[src/design/analog_scan_defs.vh]
// constants for the analog input scan controller
// assumes: included by bare name from every design file
`ifndef ANALOG_SCAN_DEFS_VH
`define ANALOG_SCAN_DEFS_VH
// register bus, word addresses
`define ADDR_W 6
`define DATA_W 32
`define REG_CTRL 6'h00
`define REG_SCAN_LIST 6'h01
`define REG_STATUS 6'h02
`define REG_RESULT 6'h03
`define REG_LSB 6'h04
`define CFG_PAGE 2'h1
// control and config fields
`define CTRL_START 0
`define CTRL_CLR_CLIP 1
`define CFG_W 3
`define CFG_RANGE_HI 1
`define CFG_RANGE_LO 0
`define CFG_PAIRED_INPUT_MODE 2
`define CFG_RST 3'h0
// status fields
`define STAT_BUSY 0
`define STAT_AVAIL 1
`define STAT_CLIP 2
`define STAT_CNT_LO 4
`define STAT_CNT_HI 7
// result word fields
`define RES_W 23
`define RES_CODE_HI 15
`define RES_CH_LO 16
`define RES_CH_HI 19
`define RES_RANGE_LO 20
`define RES_RANGE_HI 21
`define RES_CLIP 22
`define RES_VALID 31
// channels and codes
`define NUM_CH 16
`define CH_W 4
`define NUM_PAIRS 8
`define PAIR_OFS 4'h8
`define CH_ZERO 4'h0
`define NO_CHAN 5'h10
`define CODE_W 16
`define RAW_W 18
`define CODE_MAX 16'h7fff
`define CODE_MIN 16'h8000
// ranges and code step in microvolts, over-range included
`define RANGE_10V 2'h0
`define RANGE_5V 2'h1
`define RANGE_2V 2'h2
`define RANGE_1V 2'h3
`define LSB_10V_UV 16'h0140
`define LSB_5V_UV 16'h00a0
`define LSB_2V_UV 16'h0040
`define LSB_1V_UV 16'h0020
// timing in ns
`define CLK_NS 5
`define SCAN_NS 2000
`define GAP_NS 1000
`define SETTLE_NS 1000
`define CNT_W 12
// result buffer
`define FIFO_DEPTH 8
`define FIFO_AW 3
`endif

[src/design/analog_input_scan_control.v]
// analog input scan controller: per-channel settings, ascending scan, results
// assumes: one clock, converter answers each start with one done pulse
// What this block does
// - sixteen single inputs or eight pairs, 16-bit codes
// - every channel keeps its own range setting
// - four bipolar spans with fixed code steps
// - result is one of 65,536 codes
// - code step includes about five percent over-range
// - listed channels converted in ascending number order
// - one fixed interval between consecutive channel conversions while the result buffer has room and the converter answers before the slot's last cycle
// - later request waits extra before first channel
// - pair n uses input n and n+8
// - out-of-range input saturates, never wraps
// - terminal mode per channel 0..7: paired or ground-referenced; channels 8..15 are ground-referenced
`include "analog_scan_defs.vh"
module analog_input_scan_control #(
  parameter CLK_NS = `CLK_NS,
  parameter SCAN_NS = `SCAN_NS,
  parameter GAP_NS = `GAP_NS,
  parameter SETTLE_NS = `SETTLE_NS
) (
  input wire clock,
  input wire nrst,
  input wire ce,
  input wire [`ADDR_W-1:0] addr,
  input wire [`DATA_W-1:0] wdata,
  input wire wr_en,
  input wire rd_en,
  output reg [`DATA_W-1:0] rdata_ff,
  output reg [`CH_W-1:0] pos_sel_ff,
  output reg [`CH_W-1:0] neg_sel_ff,
  output reg neg_to_ground_ff,
  output reg [1:0] gain_sel_ff,
  output reg conv_start_ff,
  input wire adc_done,
  input wire [`RAW_W-1:0] adc_raw,
  output reg busy_ff
);
  // least times round up to whole cycles
  localparam [`CNT_W-1:0] SCAN_CYC = (SCAN_NS + CLK_NS - 1) / CLK_NS;
  localparam [`CNT_W-1:0] GAP_CYC = (GAP_NS + CLK_NS - 1) / CLK_NS;
  localparam [`CNT_W-1:0] SETTLE_CYC = (SETTLE_NS + CLK_NS - 1) / CLK_NS;
  localparam [`CNT_W-1:0] CNT_ONE = 1;

  // one-hot sequencer states
  localparam [6:0] S_IDLE = 7'b000_0001;
  localparam [6:0] S_GAP = 7'b000_0010;
  localparam [6:0] S_SEL = 7'b000_0100;
  localparam [6:0] S_APPLY = 7'b000_1000;
  localparam [6:0] S_SETTLE = 7'b001_0000;
  localparam [6:0] S_CONV = 7'b010_0000;
  localparam [6:0] S_HOLD = 7'b100_0000;

  // lowest listed channel at or above from, NO_CHAN if none
  function [4:0] next_chan;
    input [`NUM_CH-1:0] m;
    input [4:0] from;
    integer i;
    begin
      next_chan = `NO_CHAN;
      for (i = `NUM_CH - 1; i >= 0; i = i - 1) begin
        if (m[i] && (i >= from))
          next_chan = i[4:0];
      end
    end
  endfunction

  // code step of a range in microvolts
  function [15:0] lsb_uv;
    input [1:0] rng;
    begin
      case (rng)
        `RANGE_10V: lsb_uv = `LSB_10V_UV;
        `RANGE_5V: lsb_uv = `LSB_5V_UV;
        `RANGE_2V: lsb_uv = `LSB_2V_UV;
        default: lsb_uv = `LSB_1V_UV;
      endcase
    end
  endfunction

  reg [6:0] state_ff;
  reg [`CNT_W-1:0] slot_ff;
  reg [`CNT_W-1:0] gap_ff;
  reg [`NUM_CH-1:0] list_ff;
  reg [`NUM_CH-1:0] work_ff;
  reg [`NUM_PAIRS-1:0] paired_input_mode_map_ff;
  reg [`CH_W-1:0] cur_ff;
  reg start_pend_ff;
  reg has_run_ff;
  reg clip_seen_ff;
  reg [`CODE_W-1:0] code_ff;
  reg res_clip_ff;
  reg [1:0] res_range_ff;
  reg [1:0] last_range_ff;

  wire [`CFG_W-1:0] cfg_rd;
  wire cfg_wr;
  wire [`RES_W-1:0] fifo_in;
  wire fifo_in_ready;
  wire fifo_out_valid;
  wire [`RES_W-1:0] fifo_out;
  wire [`FIFO_AW:0] fifo_cnt;
  wire push;
  wire pop;
  wire start_wr;
  wire clr_clip;
  wire slot_end;
  wire [4:0] nxt_ch;
  wire [4:0] first_ch;
  wire [`NUM_CH-1:0] eff_list;
  wire raw_hi;
  wire raw_lo;
  wire [`CODE_W-1:0] sat_code;

  // bus decode
  assign cfg_wr = wr_en && (addr[5:4] == `CFG_PAGE);
  assign start_wr = wr_en && (addr == `REG_CTRL) && wdata[`CTRL_START];
  assign clr_clip = wr_en && (addr == `REG_CTRL) && wdata[`CTRL_CLR_CLIP];
  assign pop = rd_en && (addr == `REG_RESULT) && fifo_out_valid;

  chan_cfg_mem #(
    .WIDTH(`CFG_W),
    .DEPTH(`NUM_CH),
    .AW(`CH_W)
  ) u_cfg (
    .clock(clock),
    .nrst(nrst),
    .ce(ce),
    .wr_en(cfg_wr),
    .wr_addr(addr[`CH_W-1:0]),
    .wr_data(wdata[`CFG_W-1:0]),
    .rd_addr(cur_ff),
    .rd_data_ff(cfg_rd)
  );

  // drop the negative legs of every paired channel from the list
  assign eff_list = list_ff & ~{paired_input_mode_map_ff, {`NUM_PAIRS{1'b0}}};
  // search upward only, so the list's own order never matters
  assign nxt_ch = next_chan(work_ff, {1'b0, cur_ff} + 5'h01);
  assign first_ch = next_chan(eff_list, `NO_CHAN - `NO_CHAN);

  // saturate the wide converter word instead of truncating it
  assign raw_hi = !adc_raw[`RAW_W-1] && (adc_raw[`RAW_W-2:`CODE_W-1] != 2'h0);
  assign raw_lo = adc_raw[`RAW_W-1] && (adc_raw[`RAW_W-2:`CODE_W-1] != 2'h3);
  assign sat_code = raw_hi ? `CODE_MAX : (raw_lo ? `CODE_MIN : adc_raw[`CODE_W-1:0]);

  // a channel slot lasts exactly SCAN_CYC cycles unless the buffer is full or the converter answers in the slot's last cycle or later
  assign slot_end = (slot_ff >= SCAN_CYC - CNT_ONE);
  assign push = (state_ff == S_HOLD) && slot_end;
  assign fifo_in = {res_clip_ff, res_range_ff, cur_ff, code_ff};

  sample_fifo #(
    .WIDTH(`RES_W),
    .DEPTH(`FIFO_DEPTH),
    .AW(`FIFO_AW)
  ) u_fifo (
    .clock(clock),
    .nrst(nrst),
    .ce(ce),
    .in_valid(push),
    .in_ready(fifo_in_ready),
    .in_data(fifo_in),
    .out_valid(fifo_out_valid),
    .out_ready(pop),
    .out_data(fifo_out),
    .count(fifo_cnt)
  );

  // software-written state; a clip in the clearing cycle survives
  always @(posedge clock) begin
    if (!nrst) begin
      list_ff <= {`NUM_CH{1'b0}};
      paired_input_mode_map_ff <= {`NUM_PAIRS{1'b0}};
      clip_seen_ff <= 1'b0;
    end else if (ce) begin
      if (wr_en && (addr == `REG_SCAN_LIST))
        list_ff <= wdata[`NUM_CH-1:0];
      // only channels 0..7 can pair; the bit is ignored above them
      if (cfg_wr && !addr[`CH_W-1])
        paired_input_mode_map_ff[addr[`CH_W-2:0]] <= wdata[`CFG_PAIRED_INPUT_MODE];
      if (push && res_clip_ff)
        clip_seen_ff <= 1'b1;
      else if (clr_clip)
        clip_seen_ff <= 1'b0;
    end
  end

  // register read port, data valid the cycle after the strobe
  always @(posedge clock) begin
    if (!nrst) begin
      rdata_ff <= {`DATA_W{1'b0}};
      last_range_ff <= `RANGE_10V;
    end else if (ce) begin
      rdata_ff <= {`DATA_W{1'b0}};
      if (rd_en) begin
        case (addr)
          `REG_SCAN_LIST: rdata_ff[`NUM_CH-1:0] <= list_ff;
          `REG_STATUS: begin
            rdata_ff[`STAT_BUSY] <= busy_ff;
            rdata_ff[`STAT_AVAIL] <= fifo_out_valid;
            rdata_ff[`STAT_CLIP] <= clip_seen_ff;
            rdata_ff[`STAT_CNT_HI:`STAT_CNT_LO] <= fifo_cnt;
          end
          `REG_RESULT: begin
            // buffer storage is never reset, so data passes only when valid and an empty buffer reads zero
            if (fifo_out_valid)
              rdata_ff[`RES_CLIP:0] <= fifo_out;
            rdata_ff[`RES_VALID] <= fifo_out_valid;
          end
          `REG_LSB: rdata_ff[15:0] <= lsb_uv(last_range_ff);
          default: rdata_ff <= {`DATA_W{1'b0}};
        endcase
      end
      if (pop)
        last_range_ff <= fifo_out[`RES_RANGE_HI:`RES_RANGE_LO];
    end
  end

  // sequencer: gap, select, apply settings, settle, convert, hold to slot end
  always @(posedge clock) begin
    if (!nrst) begin
      state_ff <= S_IDLE;
      slot_ff <= {`CNT_W{1'b0}};
      gap_ff <= {`CNT_W{1'b0}};
      work_ff <= {`NUM_CH{1'b0}};
      cur_ff <= `CH_ZERO;
      start_pend_ff <= 1'b0;
      has_run_ff <= 1'b0;
      busy_ff <= 1'b0;
      pos_sel_ff <= `CH_ZERO;
      neg_sel_ff <= `CH_ZERO;
      neg_to_ground_ff <= 1'b1;
      gain_sel_ff <= `RANGE_10V;
      conv_start_ff <= 1'b0;
      code_ff <= {`CODE_W{1'b0}};
      res_clip_ff <= 1'b0;
      res_range_ff <= `RANGE_10V;
    end else if (ce) begin
      conv_start_ff <= 1'b0;
      slot_ff <= slot_ff + CNT_ONE;
      // a request written while busy waits for the running one
      if (start_wr)
        start_pend_ff <= 1'b1;
      case (state_ff)
        S_IDLE: begin
          busy_ff <= 1'b0;
          if (start_pend_ff) begin
            start_pend_ff <= start_wr;
            work_ff <= eff_list;
            if (first_ch != `NO_CHAN) begin
              busy_ff <= 1'b1;
              cur_ff <= first_ch[`CH_W-1:0];
              gap_ff <= GAP_CYC;
              // first request since reset starts at once
              state_ff <= has_run_ff ? S_GAP : S_SEL;
              has_run_ff <= 1'b1;
            end
          end
        end
        S_GAP: begin
          gap_ff <= gap_ff - CNT_ONE;
          if (gap_ff == CNT_ONE)
            state_ff <= S_SEL;
        end
        S_SEL: begin
          slot_ff <= CNT_ONE;
          state_ff <= S_APPLY;
        end
        S_APPLY: begin
          // settings reach mux and amplifier before the convert pulse
          pos_sel_ff <= cur_ff;
          neg_sel_ff <= cfg_rd[`CFG_PAIRED_INPUT_MODE] && !cur_ff[`CH_W-1] ? cur_ff + `PAIR_OFS : `CH_ZERO;
          neg_to_ground_ff <= !(cfg_rd[`CFG_PAIRED_INPUT_MODE] && !cur_ff[`CH_W-1]);
          gain_sel_ff <= cfg_rd[`CFG_RANGE_HI:`CFG_RANGE_LO];
          res_range_ff <= cfg_rd[`CFG_RANGE_HI:`CFG_RANGE_LO];
          state_ff <= S_SETTLE;
        end
        S_SETTLE: begin
          if (slot_ff >= SETTLE_CYC) begin
            conv_start_ff <= 1'b1;
            state_ff <= S_CONV;
          end
        end
        S_CONV: begin
          if (adc_done) begin
            code_ff <= sat_code;
            res_clip_ff <= raw_hi | raw_lo;
            state_ff <= S_HOLD;
          end
        end
        S_HOLD: begin
          // a full buffer stretches the slot rather than dropping a result
          if (slot_end && fifo_in_ready) begin
            slot_ff <= {`CNT_W{1'b0}};
            if (nxt_ch == `NO_CHAN) begin
              state_ff <= S_IDLE;
            end else begin
              cur_ff <= nxt_ch[`CH_W-1:0];
              state_ff <= S_SEL;
            end
          end else if (slot_end) begin
            slot_ff <= slot_ff;
          end
        end
        default: state_ff <= S_IDLE;
      endcase
    end
  end
endmodule

[src/design/chan_cfg_mem.v]
// per-channel range and terminal settings, one word per channel
// assumes: one write port from the bus, one registered read port
`include "analog_scan_defs.vh"
module chan_cfg_mem #(
  parameter WIDTH = `CFG_W,
  parameter DEPTH = `NUM_CH,
  parameter AW = `CH_W
) (
  input wire clock,
  input wire nrst,
  input wire ce,
  input wire wr_en,
  input wire [AW-1:0] wr_addr,
  input wire [WIDTH-1:0] wr_data,
  input wire [AW-1:0] rd_addr,
  output reg [WIDTH-1:0] rd_data_ff
);
  reg [WIDTH-1:0] mem_ff [0:DEPTH-1];
  integer i;

  // reset to a known setting so a scan before any setup is defined
  always @(posedge clock) begin
    if (!nrst) begin
      for (i = 0; i < DEPTH; i = i + 1)
        mem_ff[i] <= `CFG_RST;
      rd_data_ff <= `CFG_RST;
    end else if (ce) begin
      if (wr_en)
        mem_ff[wr_addr] <= wr_data;
      rd_data_ff <= mem_ff[rd_addr];
    end
  end
endmodule

[src/design/sample_fifo.v]
// result buffer between the sequencer and the register bus
// assumes: single clock, ce freezes all state
`include "analog_scan_defs.vh"
module sample_fifo #(
  parameter WIDTH = `RES_W,
  parameter DEPTH = `FIFO_DEPTH,
  parameter AW = `FIFO_AW
) (
  input wire clock,
  input wire nrst,
  input wire ce,
  input wire in_valid,
  output wire in_ready,
  input wire [WIDTH-1:0] in_data,
  output wire out_valid,
  input wire out_ready,
  output wire [WIDTH-1:0] out_data,
  output wire [AW:0] count
);
  reg [WIDTH-1:0] mem_ff [0:DEPTH-1];
  reg [AW-1:0] wptr_ff;
  reg [AW-1:0] rptr_ff;
  reg [AW:0] cnt_ff;
  wire push;
  wire pop;

  // full and empty come from the occupancy count
  assign in_ready = (cnt_ff != DEPTH[AW:0]);
  assign out_valid = (cnt_ff != {(AW+1){1'b0}});
  assign out_data = mem_ff[rptr_ff];
  assign count = cnt_ff;
  assign push = in_valid & in_ready;
  assign pop = out_valid & out_ready;

  // pointers wrap naturally only for power-of-two depth
  always @(posedge clock) begin
    if (!nrst) begin
      wptr_ff <= {AW{1'b0}};
      rptr_ff <= {AW{1'b0}};
      cnt_ff <= {(AW+1){1'b0}};
    end else if (ce) begin
      if (push) begin
        mem_ff[wptr_ff] <= in_data;
        wptr_ff <= wptr_ff + 1'b1;
      end
      if (pop)
        rptr_ff <= rptr_ff + 1'b1;
      if (push && !pop)
        cnt_ff <= cnt_ff + 1'b1;
      else if (pop && !push)
        cnt_ff <= cnt_ff - 1'b1;
    end
  end
endmodule

[config.mk]
export PLATFORM = sky130hd
export DESIGN_NAME = analog_input_scan_control
export DESIGN_NICKNAME = d
export VERILOG_FILES = /design/src/design/analog_input_scan_control.v /design/src/design/chan_cfg_mem.v /design/src/design/sample_fifo.v
export VERILOG_INCLUDE_DIRS = /design/src /design/src/design
export SDC_FILE = /design/constraint.sdc
export NUM_CORES = 1
export LEC_CHECK = 0
export BUFFER_PORTS_ARGS = -buffer_cell sky130_fd_sc_hd__clkbuf_2
export CELL_PAD_IN_SITES_DETAIL_PLACEMENT = 0
export CELL_PAD_IN_SITES_GLOBAL_PLACEMENT = 2
export CORE_AREA = 5 5 216 218
export DETAILED_ROUTE_END_ITERATION = 10
export DIE_AREA = 0 0 221 223
export GPL_ROUTABILITY_DRIVEN = 0
export PLACE_DENSITY = 0.72
export SKIP_LAST_GASP = 1
export SYNTH_ARGS = -nofsm -noshare
export SYNTH_HDL_FRONTEND = slang
export SYNTH_SLANG_ARGS = --single-unit
[constraint.sdc]
create_clock -name clock -period 3.8 [get_ports clock]
set_input_delay 0.57 -clock clock [delete_from_list [all_inputs] [get_ports clock]]
set_output_delay 0.57 -clock clock [all_outputs]
set_load 0.03 [all_outputs]
== Yosys cells after proc, flatten, opt, wreduce, memory -nomap -nowiden ==
Memory sizes are Yosys's and may differ from the RTL's. A register that Yosys moved wholly into a read port is not among the register bits.
Cells that the tools add are included.

* Bits in registers: 152
* RAM bits: 232
* Input port bits: 62
* Output and inout bits: 45
* Word-level logic and storage cells: 242
* Memories: 2

{| class="wikitable"
|+ Memory list
! memory !! words !! width !! rd ports !! clocked after memory_dff !! write ports !! line !! source
|-
| u_fifo.mem_ff || 8 || 23 || 1 || 1 || 1 || sample_fifo.v:20 || <nowiki>reg [WIDTH-1:0] mem_ff [0:DEPTH-1];</nowiki>
|-
| u_cfg.mem_ff || 16 || 3 || 1 || 1 || 16 || chan_cfg_mem.v:18 || <nowiki>reg [WIDTH-1:0] mem_ff [0:DEPTH-1];</nowiki>
|}

* $add $sub $neg: 8
* Magnitude comparators: 20
* Equal/unequal tests: 27
* Multiplexer cells: 92
* Bitwise operators: 5
* Reduce and logical (&&, ||, !) cells: 65

{| class="wikitable"
|+ Operators by type and width
! cell !! number
|-
| two-way mux 5 bit || 32
|-
| two-way mux 7 bit || 7
|-
| case mux 7 bit (7 select lines) || 1
|-
| two-way mux 12 bit || 4
|-
| case mux 12 bit (2 select lines) || 2
|-
| greater-or-equal comparator 4 x 5 -> 1 bit (first input constant) || 8
|-
| logical AND 1 bit || 33
|-
| two-way mux 16 bit || 2
|-
| two-way mux 32 bit || 1
|-
| two-way mux 4 bit || 8
|-
| case mux 9 bit (3 select lines) || 1
|-
| case mux 8 bit (3 select lines) || 1
|-
| two-way mux 23 bit || 1
|-
| two-way mux 1 bit || 21
|-
| greater-or-equal comparator 3 x 5 -> 1 bit (first input constant) || 4
|-
| AND reduction 2 bit || 10
|-
| bitwise AND 16 bit || 1
|-
| inverter 16 bit || 1
|-
| case mux 4 bit (4 select lines) || 1
|-
| two-way mux 3 bit || 5
|-
| != test 2 bit (second input constant) || 7
|-
| adder 12 x 1 -> 12 bit (second input constant) || 1
|-
| == test 12 x 1 -> 1 bit (second input constant) || 1
|-
| == test 6 x 2 -> 1 bit (second input constant) || 2
|-
| 45 further kinds || 62
|}

== Logic depth before layout (Yosys ltp) ==
* Depth in word-level cells: 23
* Gate-level depth with buffers: 16
* Depth with buffers taken out: 14

== Cells and area by module ==
Synthesis repeated with hierarchy kept, for this count alone.

* Cell total of the unflattened synthesis: 1397
* Area, all modules: 16776.1 µm²

{| class="wikitable"
|+ By module, submodules not included
! module !! instances !! cells each !! area an instance (µm²) !! sequential area each (µm²)
|-
| sample_fifo || 1 || 336 || 7543.5 || 5785.5
|-
| analog_input_scan_control || 1 || 850 || 6687.7 || 2682.6
|-
| chan_cfg_mem || 1 || 211 || 2544.9 || 1501.4
|}

== Least setup slack after synthesis ==
No wires, ideal clock.

* Path kind: in2reg
* Start: input ce
* End: memory u_fifo.mem_ff[1][0] (netlist bit) (enable)
* Setup time: 432 ps
* Data arrival time: 3287 ps
* Required time: 3368 ps
* Slack: 81 ps
* Cell stages on the path: 5
* Path buffers: 3
* Cells stage by stage: clkbuf_1 > clkbuf_1 > buf_1 > nand4_1 > nor3_1

* Cells in the longest elaborated chain, start to end: 3

{| class="wikitable"
|+ RTL lines
! item !! line !! source
|-
| start: declaration || analog_input_scan_control.v:24 || <nowiki>input wire ce,</nowiki>
|-
| two-way mux 1 bit || sample_fifo.v:41 || <nowiki>end else if (ce) begin</nowiki>
|-
| two-way mux 1 bit || sample_fifo.v:37 || <nowiki>if (!nrst) begin</nowiki>
|-
| two-way mux 1 bit (implied by the code) || sample_fifo.v:43 || <nowiki>mem_ff[wptr_ff] <= in_data;</nowiki>
|-
| end: declaration || sample_fifo.v:20 ||
|}

No other way between the ends.

== Worst setup path in the final report ==
* Start: register cur_ff[0]
* End: register cur_ff[0]

* Cells in the longest elaborated chain, start to end: 22
* Elaborated cells on any way between the ends: 55
* Those cells by class: add/sub (1); order compare (16); eq/ne (2); mux (19); reduce/logical (17)

{| class="wikitable"
|+ RTL lines
! item !! line !! source
|-
| start: declaration || analog_input_scan_control.v:87 || <nowiki>reg [`CH_W-1:0] cur_ff;</nowiki>
|-
| start signal: assignment || analog_input_scan_control.v:226 || <nowiki>cur_ff <= `CH_ZERO;</nowiki>
|-
| start signal: assignment || analog_input_scan_control.v:252 || <nowiki>cur_ff <= first_ch[`CH_W-1:0];</nowiki>
|-
| start signal: assignment || analog_input_scan_control.v:298 || <nowiki>cur_ff <= nxt_ch[`CH_W-1:0];</nowiki>
|-
| adder 4 x 1 -> 5 bit (*) || analog_input_scan_control.v:139 || <nowiki>assign nxt_ch = next_chan(work_ff, {1'b0, cur_ff} + 5'h01);</nowiki>
|-
| greater-or-equal comparator 4 x 5 -> 1 bit || analog_input_scan_control.v:62 || <nowiki>if (m[i] && (i >= from))</nowiki>
|-
| logical AND 1 bit || analog_input_scan_control.v:62 ||
|-
| two-way mux 5 bit (15 in a row) || analog_input_scan_control.v:62 ||
|-
| two-way mux 5 bit (*) || analog_input_scan_control.v:62 ||
|-
| == test 5 bit (no line) / two-way mux 4 bit (equally long branches) || n/a ||
|-
| != test 2 bit (no line) / two-way mux 4 bit (equally long branches) || n/a ||
|-
| AND reduction 6 bit (no line) / case mux 4 bit (2 select lines) (equally long branches) || n/a ||
|}

Mark *: on every way between the ends. The rest lies on a longest branch, timed or not. The select of a mux whose other input is x is not followed.
A chain may end at the register's enable or synchronous reset.

==> metrics <==
status finished clean; Post-DP HPWL 29.8 mm; setup TNS 0 ns; Tmin final around 3 ns; Final Hold Fails 0; Final Util between 40% and 50%; Initial Util 37.2%; commonest non-fill, non-tap cells in the layout edfxtp_1 (232), dfxtp_1 (147), nor2_1 (141); Die H 223 µm; hold depth 3; fin crit share between 80 and 90%; Starting DRT DRC Count about 800; Worst Setup Path Type register to register; FF-to-FF setup slack 0.72 ns; antenna violations before repair 0; Total GRT Usage around 17%; Seq/Total Area, Yosys approximately 60%; Hold WC Path Type input port to register; IO buf count 82; asr flop ratio synth 0%; R2R Path Start cur_ff[0]; fmax ~320 MHz; Die Wd approximately 220 µm; clock latency on the worst-skew pair approximately 0.56 ns; WL/cell between 20 and 25 µm; CTS Buf Count 43; Worst VDD drop roughly 0.24 mV; number of H-tree levels 2; Slew Limit Fails 0; post-synth top area cell edfxtp_1; Sequential Area between 9000 and 10000 µm²; Place WS roughly 0.74 ns; fill count roughly 4200; Avg Synthesized Cell Area 12.4 µm²; FP Rows 78; predominant post-synthesis flop cell edfxtp_1; Worst-path clk slew around 0.060 ns; via count approximately 11000; CTS tree yes; # IOs 107; hold buffer count at cts 0; vias in the first global route ~11000; Synth cell types between 80 and 90; Crit. End Element register; worst path required time 4.29 ns; synthesized flop and latch total 382; Hold Path End list_ff[12]; top cell type's share of synthesized area around two fifths; power density cells about 450 nW/µm²; number of setup buffers added after CTS 0; cell area after synthesis 16600 µm²; Max-slew headroom between 30% and 40%; worst-case reg-to-reg path depth 9; Final #Nets 1513; DRC Markers 0; Clock Skew roughly 0.018 ns; Leakage Power ~6.2 nW; Syn-to-layout area delta 15.3%; Area contributors post-synth edfxtp_1 (42%), dfxtp_1 (18%), mux4_2 (8.3%), nor2_1 (3.3%), mux2i_1 (2.8%); GRT overflow 0; number of flops mapped to enable cells by yosys roughly 230; layout cell share with drive strength beyond 1 approximately 20%; crit start category register; Worst R2R End cur_ff[0]; vias per cell between 5 and 6; DIE AREA 49300 µm²; cells after synthesis between 1000 and 1500; RSZ-0062 raised after global routing false; n_diodes 0; commonest non-fill, non-tap cell in the layout edfxtp_1; max cap viols 0; Fin Hold WS 0.246 ns; CTS root buf clkbuf_16; multi-input logic area 6200 µm²; pin count of the biggest net entering global routing between 70 and 80; Routed Antenna Nets 0; Yosys warning count 0; worst-margin pin slew 1.00 ns; CP Max Fanout 36; Resized cells post-CTS 0; CP arrival ~3.6 ns; Routed WL roughly 44 mm; Sink Count 382; global-route wire length before repair roughly 67 mm; Clock Path Buffers 3; post-route setup slack 0.722 ns; DR pass1 iterations 5; setup violators final 0; Worst Hold Launch wdata[12]; core footprint 44700 µm²
## Yosys cell counts (18+ instances only)
cell type / number
and3_1: 35
xor2_1: 23
a21oi_1: 86
o21ai_0: 35
nor3_1: 18
inv_1: 42
edfxtp_1: 232
mux4_2: 61
nand3_1: 28
dfxtp_1: 150
and2_1: 44
o211ai_1: 21
nand2b_1: 22
mux2i_1: 46
clkbuf_1: 44
nor2_1: 147
nand2_1: 79
## worst max-delay path by stage
stage	from	end	cells after the start
6_report	cur_ff[0]	cur_ff[0]	9
5_1_grt	cur_ff[1]	cur_ff[1]	10
4_1_cts	cur_ff[0]	cur_ff[0]	9
3_5_place_dp	cur_ff[0]	cur_ff[0]	9
3_3_place_gp	addr[1]	u_fifo.count[3]	16
2_1_floorplan	ce	u_fifo.mem_ff[1][0]	5
## critical path: stages, from the launching register on
cell       delay [ns]
dfxtp_2          0.41
buf_4            0.47
ha_1             0.35
buf_4            0.23
nor2_1           0.09
and2_1           0.15
o41ai_2          0.44
o211ai_1         0.20
a2111oi_0        0.50
o21a_1           0.17
## layout make-up
| cell class | count | share of cell area, % |
|---|---|---|
| clock inverter | 18 | 0.893 |
| multi-input combinational | 845 | 32.3 |
| tap | 600 | 3.91 |
| sequential | 382 | 52.0 |
| inverter | 43 | 0.848 |
| clock buffer | 59 | 6.23 |
| timing repair buffer | 122 | 3.83 |
## where the power goes
group          total [mW]  switching, mW  leakage [nW]  internal [mW]
Combinational       0.226          0.159          2.47         0.0670
Clock                4.05           1.70         0.665           2.35
Sequential           4.40         0.0176          3.03           4.39
Total                8.68           1.88          6.16           6.81
## through the flow
step | std cells | power [mW] | area, µm²
6_report | 2069 | 8.68 | 19200
5_1_grt | 2069 | 8.97 | 19200
4_1_cts | 2069 | 8.77 | 19200
3_5_place_dp | 1992 | 4.72 | 17800
3_3_place_gp | 1992 | 4.72 | 17800
2_1_floorplan | 1350 | 4.64 | 16700
## sequential cells by signal, indices dropped and copies added (netlist names), 2 cells and up, named ones only
register / count
code_ff: 16
cur_ff: 4
gap_ff: 12
last_range_ff: 2
list_ff: 16
neg_sel_ff: 4
paired_input_mode_map_ff: 8
pos_sel_ff: 4
rdata_ff: 24
res_range_ff: 2
slot_ff: 12
state_ff: 7
u_cfg.mem_ff: 48
u_cfg.rd_data_ff: 3
u_fifo.count: 4
u_fifo.mem_ff: 184
u_fifo.rptr_ff: 3
u_fifo.wptr_ff: 3
work_ff: 16
## metal layers
metal / share of wire [%] / GRT usage (%) / wire, µm
met1: 48 / 25.8 / 21000
met2: 45 / 26.9 / 19700
met3: 4.8 / 3.50 / 2100
met4: 1.9 / 3.98 / 844
met5: 0 / 0 / 0
## logic make-up (layout without fill, tap and decap cells)
family,count (synthesis),in the layout,synth area share [%]
compound gates,236,236,9.28
xor+xnor,30,30,1.58
fa+ha+maj,14,14,1.10
buf+inv,123,242,3.22
flops,382,382,59.9
mux,114,114,11.5
other cells,1,8,0.0225
simple gates,443,443,13.4
Note: power is estimated with default switching activity, not from simulation.
